--- config.mk ---
export PLATFORM = sky130hd
export DESIGN_NAME = ishc_top
export DESIGN_NICKNAME = d
export VERILOG_FILES = /design/src/ishc_sync2.v /design/src/ishc_top.v
export VERILOG_INCLUDE_DIRS = /design/src
export SDC_FILE = /design/constraint.sdc
export NUM_CORES = 1
export LEC_CHECK = 0
export BUFFER_PORTS_ARGS = -buffer_cell sky130_fd_sc_hd__clkbuf_2
export CAP_MARGIN = 20
export CORE_ASPECT_RATIO = 1.1
export CORE_MARGIN = 3
export CORE_UTILIZATION = 53
export DETAILED_ROUTE_END_ITERATION = 7
export MAX_ROUTING_LAYER = met4
export PLACE_DENSITY_LB_ADDON = 0.1
export SKIP_LAST_GASP = 1
export SYNTH_ARGS = -nofsm -noshare
export SYNTH_HDL_FRONTEND = slang
export SYNTH_HIERARCHICAL = 1
export SYNTH_SLANG_ARGS = --single-unit
--- constraint.sdc ---
create_clock -name clk_i -period 3.9 [get_ports clk_i]
set_input_delay 0.195 -clock clk_i [delete_from_list [all_inputs] [get_ports clk_i]]
set_output_delay 0.195 -clock clk_i [all_outputs]
set_load 0.02 [all_outputs]
--- src/ishc_regs.vh ---
`ifndef ISHC_REGS_VH
`define ISHC_REGS_VH

// ----------------------------------------------------------------
// Register bus geometry
// ----------------------------------------------------------------
`define ISHC_ADDR_W 12
`define ISHC_DATA_W 32
`define ISHC_ZERO32 32'h00000000

// ----------------------------------------------------------------
// Register offsets (byte addresses)
// ----------------------------------------------------------------
`define ISHC_OFF_IRQ_STATUS 12'h00C
`define ISHC_OFF_HW_CONFIG 12'h010
`define ISHC_OFF_IRQ_MASK 12'h100
`define ISHC_OFF_IRQ_EVENT 12'h104
`define ISHC_OFF_ATTACH_GPIO 12'h108

// ----------------------------------------------------------------
// Interrupt status fields
// ----------------------------------------------------------------
`define ISHC_BIT_TX_OFF 19
`define ISHC_BIT_RX_OFF 18
`define ISHC_BIT_PHY 17
`define ISHC_BIT_DPORT 16
`define ISHC_BIT_MACERR 15
`define ISHC_BIT_TXPEND 12
`define ISHC_GPIO_N 12
`define ISHC_GPIO_ZERO 12'h000
`define ISHC_STS_W1C_MASK 32'h000F8FFF
`define ISHC_STS_RD_MASK 32'h000F9FFF

// ----------------------------------------------------------------
// Hardware configuration fields
// ----------------------------------------------------------------
`define ISHC_CFG_GIGCLK 25
`define ISHC_CFG_REFCLK 24
`define ISHC_CFG_DET_STAT 15
`define ISHC_CFG_DET_EN 14
`define ISHC_CFG_PROTECT 12

// ----------------------------------------------------------------
// Reset values and timing
// ----------------------------------------------------------------
`define ISHC_RST_BIT 1'b0
`define ISHC_PIN_IDLE 14'h0001
`define ISHC_INIT_CNT_W 2
`define ISHC_INIT_ZERO 2'h0
`define ISHC_INIT_DONE 2'h2
`define ISHC_INIT_STEP 2'h1

`endif

--- src/ishc_sync2.v ---
`default_nettype none

// ----------------------------------------------------------------
// Two-stage synchroniser, one pair of flops per bit
// ----------------------------------------------------------------
module ishc_sync2 #(
	parameter integer WIDTH = 1,
	parameter [WIDTH-1:0] RESET_VALUE = {WIDTH{1'b0}}
) (
	input wire clk_i,
	input wire rst_n_i,
	input wire [WIDTH-1:0] async_i,
	output wire [WIDTH-1:0] sync_o
);

	reg [WIDTH-1:0] stage1;
	reg [WIDTH-1:0] stage2;

	genvar g;
	generate
		for (g = 0; g < WIDTH; g = g + 1) begin : g_bit
			// First flop feeds only the second flop
			always @(posedge clk_i or negedge rst_n_i) begin
				if (!rst_n_i) begin
					stage1[g] <= RESET_VALUE[g];
					stage2[g] <= RESET_VALUE[g];
				end else begin
					stage1[g] <= async_i[g];
					stage2[g] <= stage1[g];
				end
			end
		end
	endgenerate

	assign sync_o = stage2;

endmodule // ishc_sync2

`default_nettype wire

--- src/ishc_top.v ---
// Notes on behaviour
// - Bit 19 follows transmit-side disabled levels
// - Bit 18 follows receive-side disabled levels
// - Bit 17 reflects active-low PHY interrupt pin
// - Bit 16 set on data port completion
// - Bit 15 held while any MAC error pending
// - Bit 12 read-only transmit frame pending flag
// - Twelve GPIO bits; clearing also clears wake
// - GPIO bits initialise from pin levels
// - Config bit 25 enables internal gigabit clock
// - Config bit 24 enables reference clock output
// - Config bit 15 records detach/reattach event
// - Config bit 14 detaches from USB
// - Link or chosen GPIO reattaches, sets flag
// - Protected clock enables survive non-power-on resets
`default_nettype none
`include "ishc_regs.vh"

module ishc_top (
	input wire clk_i,
	input wire rst_n_i,
	input wire por_n_i,
	// Register port
	input wire [`ISHC_ADDR_W-1:0] addr_i,
	input wire [`ISHC_DATA_W-1:0] wdata_i,
	input wire wr_i,
	input wire rd_i,
	output reg [`ISHC_DATA_W-1:0] rdata_o,
	// Interrupt sources from same-clock logic
	input wire fifo_transmit_disabled_i,
	input wire mac_transmit_disabled_i,
	input wire fifo_receive_disabled_i,
	input wire mac_receive_disabled_i,
	input wire data_port_done_i,
	input wire mac_error_pending_i,
	input wire usb_tx_frame_pending_i,
	// Pins
	input wire external_phy_irq_pin_n_i,
	input wire phy_link_i,
	input wire [`ISHC_GPIO_N-1:0] gpio_i,
	// Outputs
	output reg [`ISHC_GPIO_N-1:0] gpio_wake_clear_o,
	output wire internal_gig_clock_enable_o,
	output wire reference_clock_out_enable_o,
	output wire usb_detach_o,
	output wire irq_o
);

	// ----------------------------------------------------------------
	// Address decode helper
	// ----------------------------------------------------------------
	function hit;
		input [`ISHC_ADDR_W-1:0] a;
		input [`ISHC_ADDR_W-1:0] off;
		begin
			hit = (a == off);
		end
	endfunction

	// ----------------------------------------------------------------
	// Pin synchronisers
	// ----------------------------------------------------------------
	wire [`ISHC_GPIO_N+1:0] pins_sync;
	wire [`ISHC_GPIO_N-1:0] gpio_sync;
	wire phy_irq_n_sync;
	wire phy_link_sync;
	wire rst_n_sync;

	// GPIOs, link and PHY interrupt pin; PHY pin idles high
	ishc_sync2 #(
		.WIDTH(`ISHC_GPIO_N + 2),
		.RESET_VALUE(`ISHC_PIN_IDLE)
	) u_pin_sync (
		.clk_i(clk_i),
		.rst_n_i(rst_n_i),
		.async_i({gpio_i, phy_link_i, external_phy_irq_pin_n_i}),
		.sync_o(pins_sync)
	);

	// Ordinary reset seen from the power-on domain
	ishc_sync2 #(
		.WIDTH(1),
		.RESET_VALUE(1'b0)
	) u_rst_sync (
		.clk_i(clk_i),
		.rst_n_i(por_n_i),
		.async_i(rst_n_i),
		.sync_o(rst_n_sync)
	);

	assign gpio_sync = pins_sync[`ISHC_GPIO_N+1:2];
	assign phy_link_sync = pins_sync[1];
	assign phy_irq_n_sync = pins_sync[0];

	// ----------------------------------------------------------------
	// Bus strobes
	// ----------------------------------------------------------------
	wire wr_status = wr_i & hit(addr_i, `ISHC_OFF_IRQ_STATUS);
	wire wr_config = wr_i & hit(addr_i, `ISHC_OFF_HW_CONFIG);
	wire wr_mask = wr_i & hit(addr_i, `ISHC_OFF_IRQ_MASK);
	wire wr_attach = wr_i & hit(addr_i, `ISHC_OFF_ATTACH_GPIO);
	wire rd_event = rd_i & hit(addr_i, `ISHC_OFF_IRQ_EVENT);

	// Write-one-clear strobes, only on clearable bits
	wire [31:0] clr_status = wr_status ? (wdata_i & `ISHC_STS_W1C_MASK) : `ISHC_ZERO32;

	// ----------------------------------------------------------------
	// Interrupt status sources
	// ----------------------------------------------------------------
	wire src_tx_off = fifo_transmit_disabled_i | mac_transmit_disabled_i;
	wire src_rx_off = fifo_receive_disabled_i | mac_receive_disabled_i;
	wire src_phy = ~phy_irq_n_sync;
	wire src_dport = data_port_done_i;
	wire src_macerr = mac_error_pending_i;

	reg [31:0] src_vec;

	// Gather sources into register layout
	always @* begin
		src_vec = `ISHC_ZERO32;
		src_vec[`ISHC_BIT_TX_OFF] = src_tx_off;
		src_vec[`ISHC_BIT_RX_OFF] = src_rx_off;
		src_vec[`ISHC_BIT_PHY] = src_phy;
		src_vec[`ISHC_BIT_DPORT] = src_dport;
		src_vec[`ISHC_BIT_MACERR] = src_macerr;
		src_vec[`ISHC_GPIO_N-1:0] = gpio_sync;
	end

	// ----------------------------------------------------------------
	// Interrupt status register
	// ----------------------------------------------------------------
	reg [31:0] irq_status;
	reg tx_frame_pending;
	reg [`ISHC_INIT_CNT_W-1:0] init_cnt;
	wire init_done = (init_cnt == `ISHC_INIT_DONE);
	reg [31:0] next_irq_status;

	// Level sources hold their bit; set wins over a clear
	always @* begin
		next_irq_status = ((irq_status & ~clr_status) | src_vec) & `ISHC_STS_W1C_MASK;
		if (!init_done) begin
			next_irq_status[`ISHC_GPIO_N-1:0] = gpio_sync;
		end
	end

	// Count synchroniser fill after reset release
	always @(posedge clk_i or negedge rst_n_i) begin
		if (!rst_n_i) begin
			init_cnt <= `ISHC_INIT_ZERO;
		end else if (!init_done) begin
			init_cnt <= init_cnt + `ISHC_INIT_STEP;
		end
	end

	// Status storage
	always @(posedge clk_i or negedge rst_n_i) begin
		if (!rst_n_i) begin
			irq_status <= `ISHC_ZERO32;
			tx_frame_pending <= `ISHC_RST_BIT;
		end else begin
			irq_status <= next_irq_status;
			tx_frame_pending <= usb_tx_frame_pending_i;
		end
	end

	// Clearing a GPIO bit clears its wake event too
	always @(posedge clk_i or negedge rst_n_i) begin
		if (!rst_n_i) begin
			gpio_wake_clear_o <= `ISHC_GPIO_ZERO;
		end else begin
			gpio_wake_clear_o <= clr_status[`ISHC_GPIO_N-1:0];
		end
	end

	// Readable view including the read-only pending bit
	reg [31:0] status_view;
	always @* begin
		status_view = irq_status;
		status_view[`ISHC_BIT_TXPEND] = tx_frame_pending;
	end

	// ----------------------------------------------------------------
	// Protected clock enables and reset protection
	// ----------------------------------------------------------------
	reg gig_clk_en;
	reg ref_clk_en;
	reg rst_protect;

	// Power-on reset clears these; other resets clear the enables unless protected
	always @(posedge clk_i or negedge por_n_i) begin
		if (!por_n_i) begin
			gig_clk_en <= `ISHC_RST_BIT;
			ref_clk_en <= `ISHC_RST_BIT;
			rst_protect <= `ISHC_RST_BIT;
		end else if (!rst_n_sync) begin
			if (!rst_protect) begin
				gig_clk_en <= `ISHC_RST_BIT;
				ref_clk_en <= `ISHC_RST_BIT;
			end
		end else if (wr_config) begin
			gig_clk_en <= wdata_i[`ISHC_CFG_GIGCLK];
			ref_clk_en <= wdata_i[`ISHC_CFG_REFCLK];
			rst_protect <= wdata_i[`ISHC_CFG_PROTECT];
		end
	end

	assign internal_gig_clock_enable_o = gig_clk_en;
	assign reference_clock_out_enable_o = ref_clk_en;

	// ----------------------------------------------------------------
	// Cable-driven detach and reattach
	// ----------------------------------------------------------------
	reg detach_en;
	reg detach_status;
	reg [`ISHC_GPIO_N-1:0] attach_gpio_sel;
	wire reattach = detach_en & (phy_link_sync | (|(gpio_sync & attach_gpio_sel)));
	wire clr_detach_status = wr_config & wdata_i[`ISHC_CFG_DET_STAT];

	// Detach control, self-clearing on reattach
	always @(posedge clk_i or negedge rst_n_i) begin
		if (!rst_n_i) begin
			detach_en <= `ISHC_RST_BIT;
			detach_status <= `ISHC_RST_BIT;
			attach_gpio_sel <= `ISHC_GPIO_ZERO;
		end else begin
			if (reattach) begin
				detach_en <= `ISHC_RST_BIT;
			end else if (wr_config && wdata_i[`ISHC_CFG_DET_EN]) begin
				detach_en <= 1'b1;
			end
			// Event set wins over a software clear
			if (reattach) begin
				detach_status <= 1'b1;
			end else if (clr_detach_status) begin
				detach_status <= `ISHC_RST_BIT;
			end
			if (wr_attach) begin
				attach_gpio_sel <= wdata_i[`ISHC_GPIO_N-1:0];
			end
		end
	end

	assign usb_detach_o = detach_en;

	reg [31:0] config_view;
	always @* begin
		config_view = `ISHC_ZERO32;
		config_view[`ISHC_CFG_GIGCLK] = gig_clk_en;
		config_view[`ISHC_CFG_REFCLK] = ref_clk_en;
		config_view[`ISHC_CFG_DET_STAT] = detach_status;
		config_view[`ISHC_CFG_DET_EN] = detach_en;
		config_view[`ISHC_CFG_PROTECT] = rst_protect;
	end

	// ----------------------------------------------------------------
	// Interrupt output: sticky events, mask, read-clear
	// ----------------------------------------------------------------
	reg [31:0] irq_mask;
	reg [31:0] irq_event;
	reg [31:0] status_prev;
	wire [31:0] rising = status_view & ~status_prev;
	reg [31:0] next_irq_event;

	// Newly raised bits set events; set wins over read-clear
	always @* begin
		next_irq_event = rd_event ? `ISHC_ZERO32 : irq_event;
		next_irq_event = (next_irq_event | rising) & `ISHC_STS_RD_MASK;
	end

	always @(posedge clk_i or negedge rst_n_i) begin
		if (!rst_n_i) begin
			irq_mask <= `ISHC_ZERO32;
			irq_event <= `ISHC_ZERO32;
			status_prev <= `ISHC_ZERO32;
		end else begin
			irq_event <= next_irq_event;
			status_prev <= status_view;
			if (wr_mask) begin
				irq_mask <= wdata_i & `ISHC_STS_RD_MASK;
			end
		end
	end

	assign irq_o = |(irq_event & irq_mask);

	// ----------------------------------------------------------------
	// Read data, one cycle after the strobe
	// ----------------------------------------------------------------
	reg [31:0] next_rdata;
	always @* begin
		next_rdata = `ISHC_ZERO32;
		if (rd_i) begin
			case (addr_i)
				`ISHC_OFF_IRQ_STATUS: next_rdata = status_view;
				`ISHC_OFF_HW_CONFIG: next_rdata = config_view;
				`ISHC_OFF_IRQ_MASK: next_rdata = irq_mask;
				`ISHC_OFF_IRQ_EVENT: next_rdata = irq_event;
				`ISHC_OFF_ATTACH_GPIO: next_rdata = {20'h00000, attach_gpio_sel};
				default: next_rdata = `ISHC_ZERO32;
			endcase
		end
	end

	always @(posedge clk_i or negedge rst_n_i) begin
		if (!rst_n_i) begin
			rdata_o <= `ISHC_ZERO32;
		end else begin
			rdata_o <= next_rdata;
		end
	end

endmodule // ishc_top

`default_nettype wire

==> results by group, run 1 <==
Outcome
  • Status: finished, final reports clean

Die
  • DIE AREA: 12400 µm²
  • Die W: 106 µm
  • Rows: 39
  • Initial core utilization: 0.555
  • Top Ports: 118
  • Die Span Y: 116 µm
  • Core ar.: 10600 µm²

Routing
  • Remaining DRCs: 0
  • Routed via count: 3945
  • Post-DRT Antenna Nets: 0
  • Detailed router's first-iteration violation count: 238
  • Vias per cell: 5.45
  • DR pass1 iterations: 4
  • WL final: 13200 µm
  • Routed len/inst: 18.3 µm

Power and ir drop
  • Power Density: 477 nW/µm²
  • Int Pwr: 2.79 mW
  • Leakage: 3.71 nW
  • Sequential Power Share: 0.465
  • P_sw: 0.729 mW
  • Sw Ratio: 0.207
  • IR drop worst, VDD: 0.293 mV
  • Clock power frac: 0.493
  • Power share of the combinational group: 0.042

Clocking
  • # clock sinks: 154
  • Clock Latency Late Sink: 420 ps
  • Setup bufs post-CTS: 0
  • Reg clk slew, reported paths: 60 ps
  • CTS tree: yes
  • Root Driver: clkbuf_16
  • Num CTS Buffers: 17
  • Clk buf depth: 2
  • H-tree levels: 4
  • Post-CTS Resized: 0

Setup path
  • Worst setup SP type: primary input
  • Crit path to: irq_status[18]
  • Critical path peak fanout: 21
  • Worst reg-to-reg path cell count: 4
  • Delay of the slowest critical-path stage: 550 ps
  • Worst R2R Start: attach_gpio_sel[3]
  • Crit. End Element: flop
  • R2r endpoint: detach_status
  • Crit path DAT: 2580 ps
  • Crit path kind: primary input to flop
  • Critical path, cell by cell: clkbuf_2 > or4bb_1 > nor4_2 > buf_4 > nand2_1 > a211o_1 > dlygate4sd3_1
  • Crit path from: addr_i[2]
  • CP max stage cell: dlygate4sd3_1
  • Critical path required time: 4200 ps
  • Worst R2R Setup Slack: 2260 ps

Global routing
  • First-pass GRT wire length: 21300 µm
  • Largest net degree at the start of global routing: 112
  • Via count of the first global-routing pass: 4114
  • Total Routing Usage GR: 0.239
  • Initial antenna violation count: 0
  • GR Overflow Total: 0

Placed design
  • Placer Congestion: 0.862
  • Port bufs: 95
  • Placed instance count: 667
  • Post-DP HPWL: 8640 µm

Synthesis
  • Post-synthesis cell count: 435
  • Syn. warnings: 6
  • Sequential fraction of the synthesis area: 0.656
  • Post-synth EDFFs: 0
  • Synth Register Bits: 154
  • Synth async-reset ratio: 1.00
  • Synth cell types: 51
  • Mean Syn Cell Area: 13.5 µm²
  • Main synth FF type: dfrtp_1
  • Synthesized area: 5880 µm²

Timing
  • Worst slew pin tran: 984 ps
  • RSZ-0062 raised after global routing: false
  • Max transition margin: 0.344
  • Final setup viols: 0
  • Final Hold Fails: 0
  • Setup TNS: 0 ps
  • Worst Skew: 11.9 ps
  • Slew Limit Fails: 0
  • Fmax: 0.440 GHz
  • Tcrit/Tclk final: 0.583
  • Tmin final: 2270 ps

Layout
  • Diode count: 0
  • Area Growth Syn to Fin: 25.6%
  • FF+latch area: 3860 µm²
  • Layout Cells excl Fill: 724
  • Post-layout net count: 639
  • Share of cells above drive strength 1: 0.301
  • Fill count: 767
  • Most frequent cells in the layout: dfrtp_1 (152), clkbuf_2 (94), mux2_2 (31), a22oi_1 (25), dlygate4sd3_1 (25)
  • Commonest non-fill, non-tap cell in the layout: dfrtp_1
  • Area of the multi-input gates: 1820 µm²

Job
  • Max Cap Viol: 0

Worst hold path
  • HP Class: primary input to flop
## synth_stat cells, types with 4 or more instances
| library cell | n | area (µm²) |
|---|---|---|
| mux2_2 | 31 | 349 |
| buf_4 | 12 | 90.1 |
| o21bai_1 | 12 | 90.1 |
| nor2_1 | 21 | 78.8 |
| mux2i_1 | 13 | 130 |
| and3_1 | 4 | 25.0 |
| a22o_1 | 22 | 193 |
| a22oi_1 | 25 | 188 |
| a2bb2oi_1 | 4 | 35.0 |
| dfrtp_1 | 152 | 3800 |
| inv_1 | 22 | 82.6 |
| and2_1 | 13 | 81.3 |
| clkbuf_1 | 10 | 37.5 |
| nand2_1 | 22 | 82.6 |
| o2bb2ai_1 | 12 | 105 |
## per-stage QoR
stage	area [µm²]	power [mW]	util	worst slack (ps)	hold WS (ps)
final	7380	3.52	0.697	1630	19.8
after global placement	6500	1.79	0.614	1310	13.0
after floorplan	5910	1.72	-	1640	-101
after CTS	7380	3.54	0.697	1620	4.46
after detailed placement	6500	1.80	0.614	1270	20.0
after global routing	7380	3.64	0.697	1500	32.2
## sequential cells by signal, indices dropped and copies added, names as in the netlist
name,flops
detach_status,1
u_pin_sync/stage1,14
rdata_o,21
attach_gpio_sel,12
status_prev,18
irq_status,17
init_cnt,2
gpio_wake_clear_o,12
internal_gig_clock_enable_o,1
usb_detach_o,1
irq_event,18
rst_protect,1
u_rst_sync/stage1,1
u_pin_sync/sync_o,14
irq_mask,18
u_rst_sync/sync_o,1
tx_frame_pending,1
reference_clock_out_enable_o,1
## routing by layer
layer / GRT usage / routed length (µm)
met5: - / 0
met4: 0.111 / 264
met3: 0.0525 / 639
met2: 0.385 / 6650
met1: 0.292 / 5690
## power by group through the flow
stage               sequential, mW  combinational [mW]  clock (mW)
floorplan                     1.66              0.0579           0
global placement              1.66               0.129           0
detailed placement            1.66               0.132           0
CTS                           1.64               0.151        1.76
global route                  1.64               0.166        1.84
finish                        1.64               0.149        1.73
## critical path: cells and delay by family
family / cells / cell delay, ps
compound gates: 1 / 270
buf+inv: 3 / 1290
simple gates: 3 / 810
## cell type report
class,instances,share of cell area
tap,143,0.0243
multi-input combinational,242,0.246
timing repair buffer,131,0.110
clock inverter,10,0.0224
inverter,22,0.0112
clock buffer,22,0.0629
sequential,154,0.523
## repair_timing
item | in CTS | in global routing
hold buffers | 25 | 0
setup endpoints to repair | 0 | 0
endpoints found under the hold margin | 132 | 0
## logic make-up (layout without fill, tap and decap cells)
logic type,after synthesis,count (layout),synth area share
buf+inv,49,185,0.0430
fa+ha+maj,1,1,0.00213
flops,154,154,0.656
simple gates,89,89,0.0841
mux,44,44,0.0816
xor+xnor,1,1,0.00149
other cells,1,11,0.000638
compound gates,96,96,0.131
## worst min-delay path by stage
stage / startpoint / end / depth (start not counted)
finish: wdata_i[14] / usb_detach_o / 3
global route: wdata_i[19] / irq_mask[19] / 2
CTS: wdata_i[14] / usb_detach_o / 3
detailed placement: por_n_i / internal_gig_clock_enable_o / 1
global placement: por_n_i / internal_gig_clock_enable_o / 1
floorplan: rst_n_i / attach_gpio_sel[0] / 0
(Power assumes the default switching activity.)
==> run 2: changes to the inputs <==
clock period = 2.15 ns   (was 3.9 ns; I/O delays follow)
==> results by group, run 2 (synthesized netlist as in run 1, its figures left out) <==
Outcome
  • Status: finished, final reports clean

Clocking
  • Setup bufs post-CTS: 0 (unchanged)
  • Reg clk slew, reported paths: 60 ps (about the same)
  • Clk buf depth: 2 (unchanged)
  • Root Driver: clkbuf_16
  • CTS tree: yes
  • # clock sinks: 154 (unchanged)
  • Clock Latency Late Sink: 410 ps (about the same)
  • Num CTS Buffers: 17 (unchanged)
  • H-tree levels: 4 (unchanged)

Timing
  • Worst Skew: 4.40 ps (-7.54 ps)
  • Worst slew pin tran: 724 ps (-261 ps)
  • RSZ-0062 raised after global routing: false
  • Tmin final: 2030 ps
  • Post-route setup slack: 125 ps (-1500 ps)
  • Slew Limit Fails: 0 (unchanged)
  • Fmax: 0.494 GHz
  • Setup TNS: 0 ps (unchanged)
  • Final setup viols: 0 (unchanged)
  • Worst hold slack: 38.1 ps (+18.3 ps)
  • Max transition margin: 0.516 (+0.172)
  • Tcrit/Tclk final: 0.942
  • Final Hold Fails: 0 (unchanged)

Global routing
  • Via count of the first global-routing pass: 4211 (+2.4%)
  • Initial antenna violation count: 0 (unchanged)
  • Largest net degree at the start of global routing: 69 (-38%)
  • First-pass GRT wire length: 21800 µm (+2.2%)
  • Total Routing Usage GR: 0.244 (+0.00516)
  • GR Overflow Total: 0 (unchanged)

Setup path
  • Crit path from: irq_mask[18]
  • Worst setup SP type: flop
  • Worst R2R Setup Slack: 550 ps (-1710 ps)
  • Worst reg-to-reg path cell count: 4 (unchanged)
  • Critical path required time: 2040 ps (-2160 ps)
  • R2r endpoint: detach_status
  • Worst R2R Start: attach_gpio_sel[3]
  • Crit. End Element: output port
  • Crit path DAT: 1920 ps (-660 ps)
  • Crit path kind: flop to output port
  • Crit path to: irq_o
  • Critical path peak fanout: 3 (-86%)

Routing
  • DR pass1 iterations: 5 (+1)
  • Detailed router's first-iteration violation count: 281 (+18%)
  • Remaining DRCs: 0 (unchanged)
  • Routed len/inst: 18.3 µm (+0.26%)
  • Post-DRT Antenna Nets: 0 (unchanged)
  • Routed via count: 4081 (+3.4%)
  • WL final: 13800 µm (+3.9%)
  • Vias per cell: 5.44 (-0.14%)

Layout
  • Diode count: 0 (unchanged)
  • Share of cells above drive strength 1: 0.295 (-0.00631)
  • Fill count: 749 (-2.3%)
  • Design area: 7630 µm² (+3.4%)
  • Final core occ: 0.720 (+0.0236)
  • Area Growth Syn to Fin: 29.8%
  • Largest Register: rdata_o
  • Commonest non-fill, non-tap cell in the layout: dfrtp_1
  • Max reg flops: 21 (unchanged)
  • Post-layout net count: 668 (+4.5%)
  • Most frequent cells in the layout: dfrtp_1 (152), clkbuf_2 (94), dlygate4sd3_1 (46), mux2_2 (31), a22oi_1 (25)

Placed design
  • Placed Instance Area: 6620 µm² (+1.9%)
  • Port bufs: 95 (unchanged)
  • Placer Congestion: 0.878 (+1.9%)
  • Post-DP HPWL: 8930 µm (+3.3%)
  • DP Worst Slack: 83.3 ps (-1190 ps)

Die
  • Initial core utilization: 0.555 (unchanged)
  • Rows: 39 (unchanged)
  • DIE AREA: 12400 µm² (unchanged)
  • Die Span Y: 116 µm (unchanged)
  • Core ar.: 10600 µm² (unchanged)
  • Die W: 106 µm (unchanged)
  • Top Ports: 118 (unchanged)

Power and ir drop
  • IR drop worst, VDD: 0.796 mV (+170%)
  • Power Density: 781 nW/µm² (+64%)
  • Leakage: 3.82 nW (+3.1%)

Worst hold path
  • HP Class: primary input to async pin

Job
  • Max Cap Viol: 0 (unchanged)
run 2: power breakdown:
| group | switching, mW | leakage [nW] | internal (mW) |
|---|---|---|---|
| clock network | 1.04 | 0.259 | 1.64 |
| logic | 0.168 | 1.76 | 0.140 |
| registers | 0.0245 | 1.80 | 2.94 |
| total | 1.23 | 3.82 | 4.72 |
run 2: worst max-delay path, cell delays in order (launching register included):
cell      delay, ps
dfrtp_1         400
a22o_1          280
a221oi_1        260
and3_1          210
nand4_1         150
clkbuf_2        200
run 2: metal layers:
metal / vias up / routed length (µm) / track usage
li1: 1866 / - / -
met3: 25 / 656 / 0.0658
met5: - / 0 / -
met1: 2046 / 5860 / 0.296
met4: 0 / 280 / 0.0976
met2: 144 / 6950 / 0.395
run 2: layout make-up:
type / count / area (µm²) / share of cell area
clock buffers: 28 / 527 / 0.0691
multi-input cells: 242 / 1830 / 0.240
repair buffers: 160 / 1150 / 0.150
clock inverters: 1 / 7.51 / 0.000984
well taps: 143 / 179 / 0.0235
flip-flops and latches: 154 / 3860 / 0.506
inverters: 22 / 82.6 / 0.0108
run 2: worst min path at each step:
stage / cells past startpoint / start / slack, ps / endpoint
6_report: 2 / por_n_i / 40 / internal_gig_clock_enable_o
4_1_cts: 2 / por_n_i / 20 / internal_gig_clock_enable_o
3_5_place_dp: 1 / por_n_i / -70 / internal_gig_clock_enable_o
3_3_place_gp: 1 / por_n_i / -70 / u_rst_sync/stage1
5_1_grt: 2 / por_n_i / 60 / internal_gig_clock_enable_o
2_1_floorplan: 0 / rst_n_i / -190 / attach_gpio_sel[0]
run 2: stage by stage:
| stage | std cells | total power [mW] |
|---|---|---|
| floorplan | 445 | 3.11 |
| global placement | 675 | 3.26 |
| detailed placement | 675 | 3.26 |
| CTS | 750 | 6.00 |
| global route | 750 | 6.16 |
| finish | 750 | 5.96 |
run 2: what timing repair did:
action                     4_1_cts  5_1_grt
hold endpoints to repair       133        0
setup endpoints to repair        0        2
resized for setup                0        1
hold buffers                    46        0
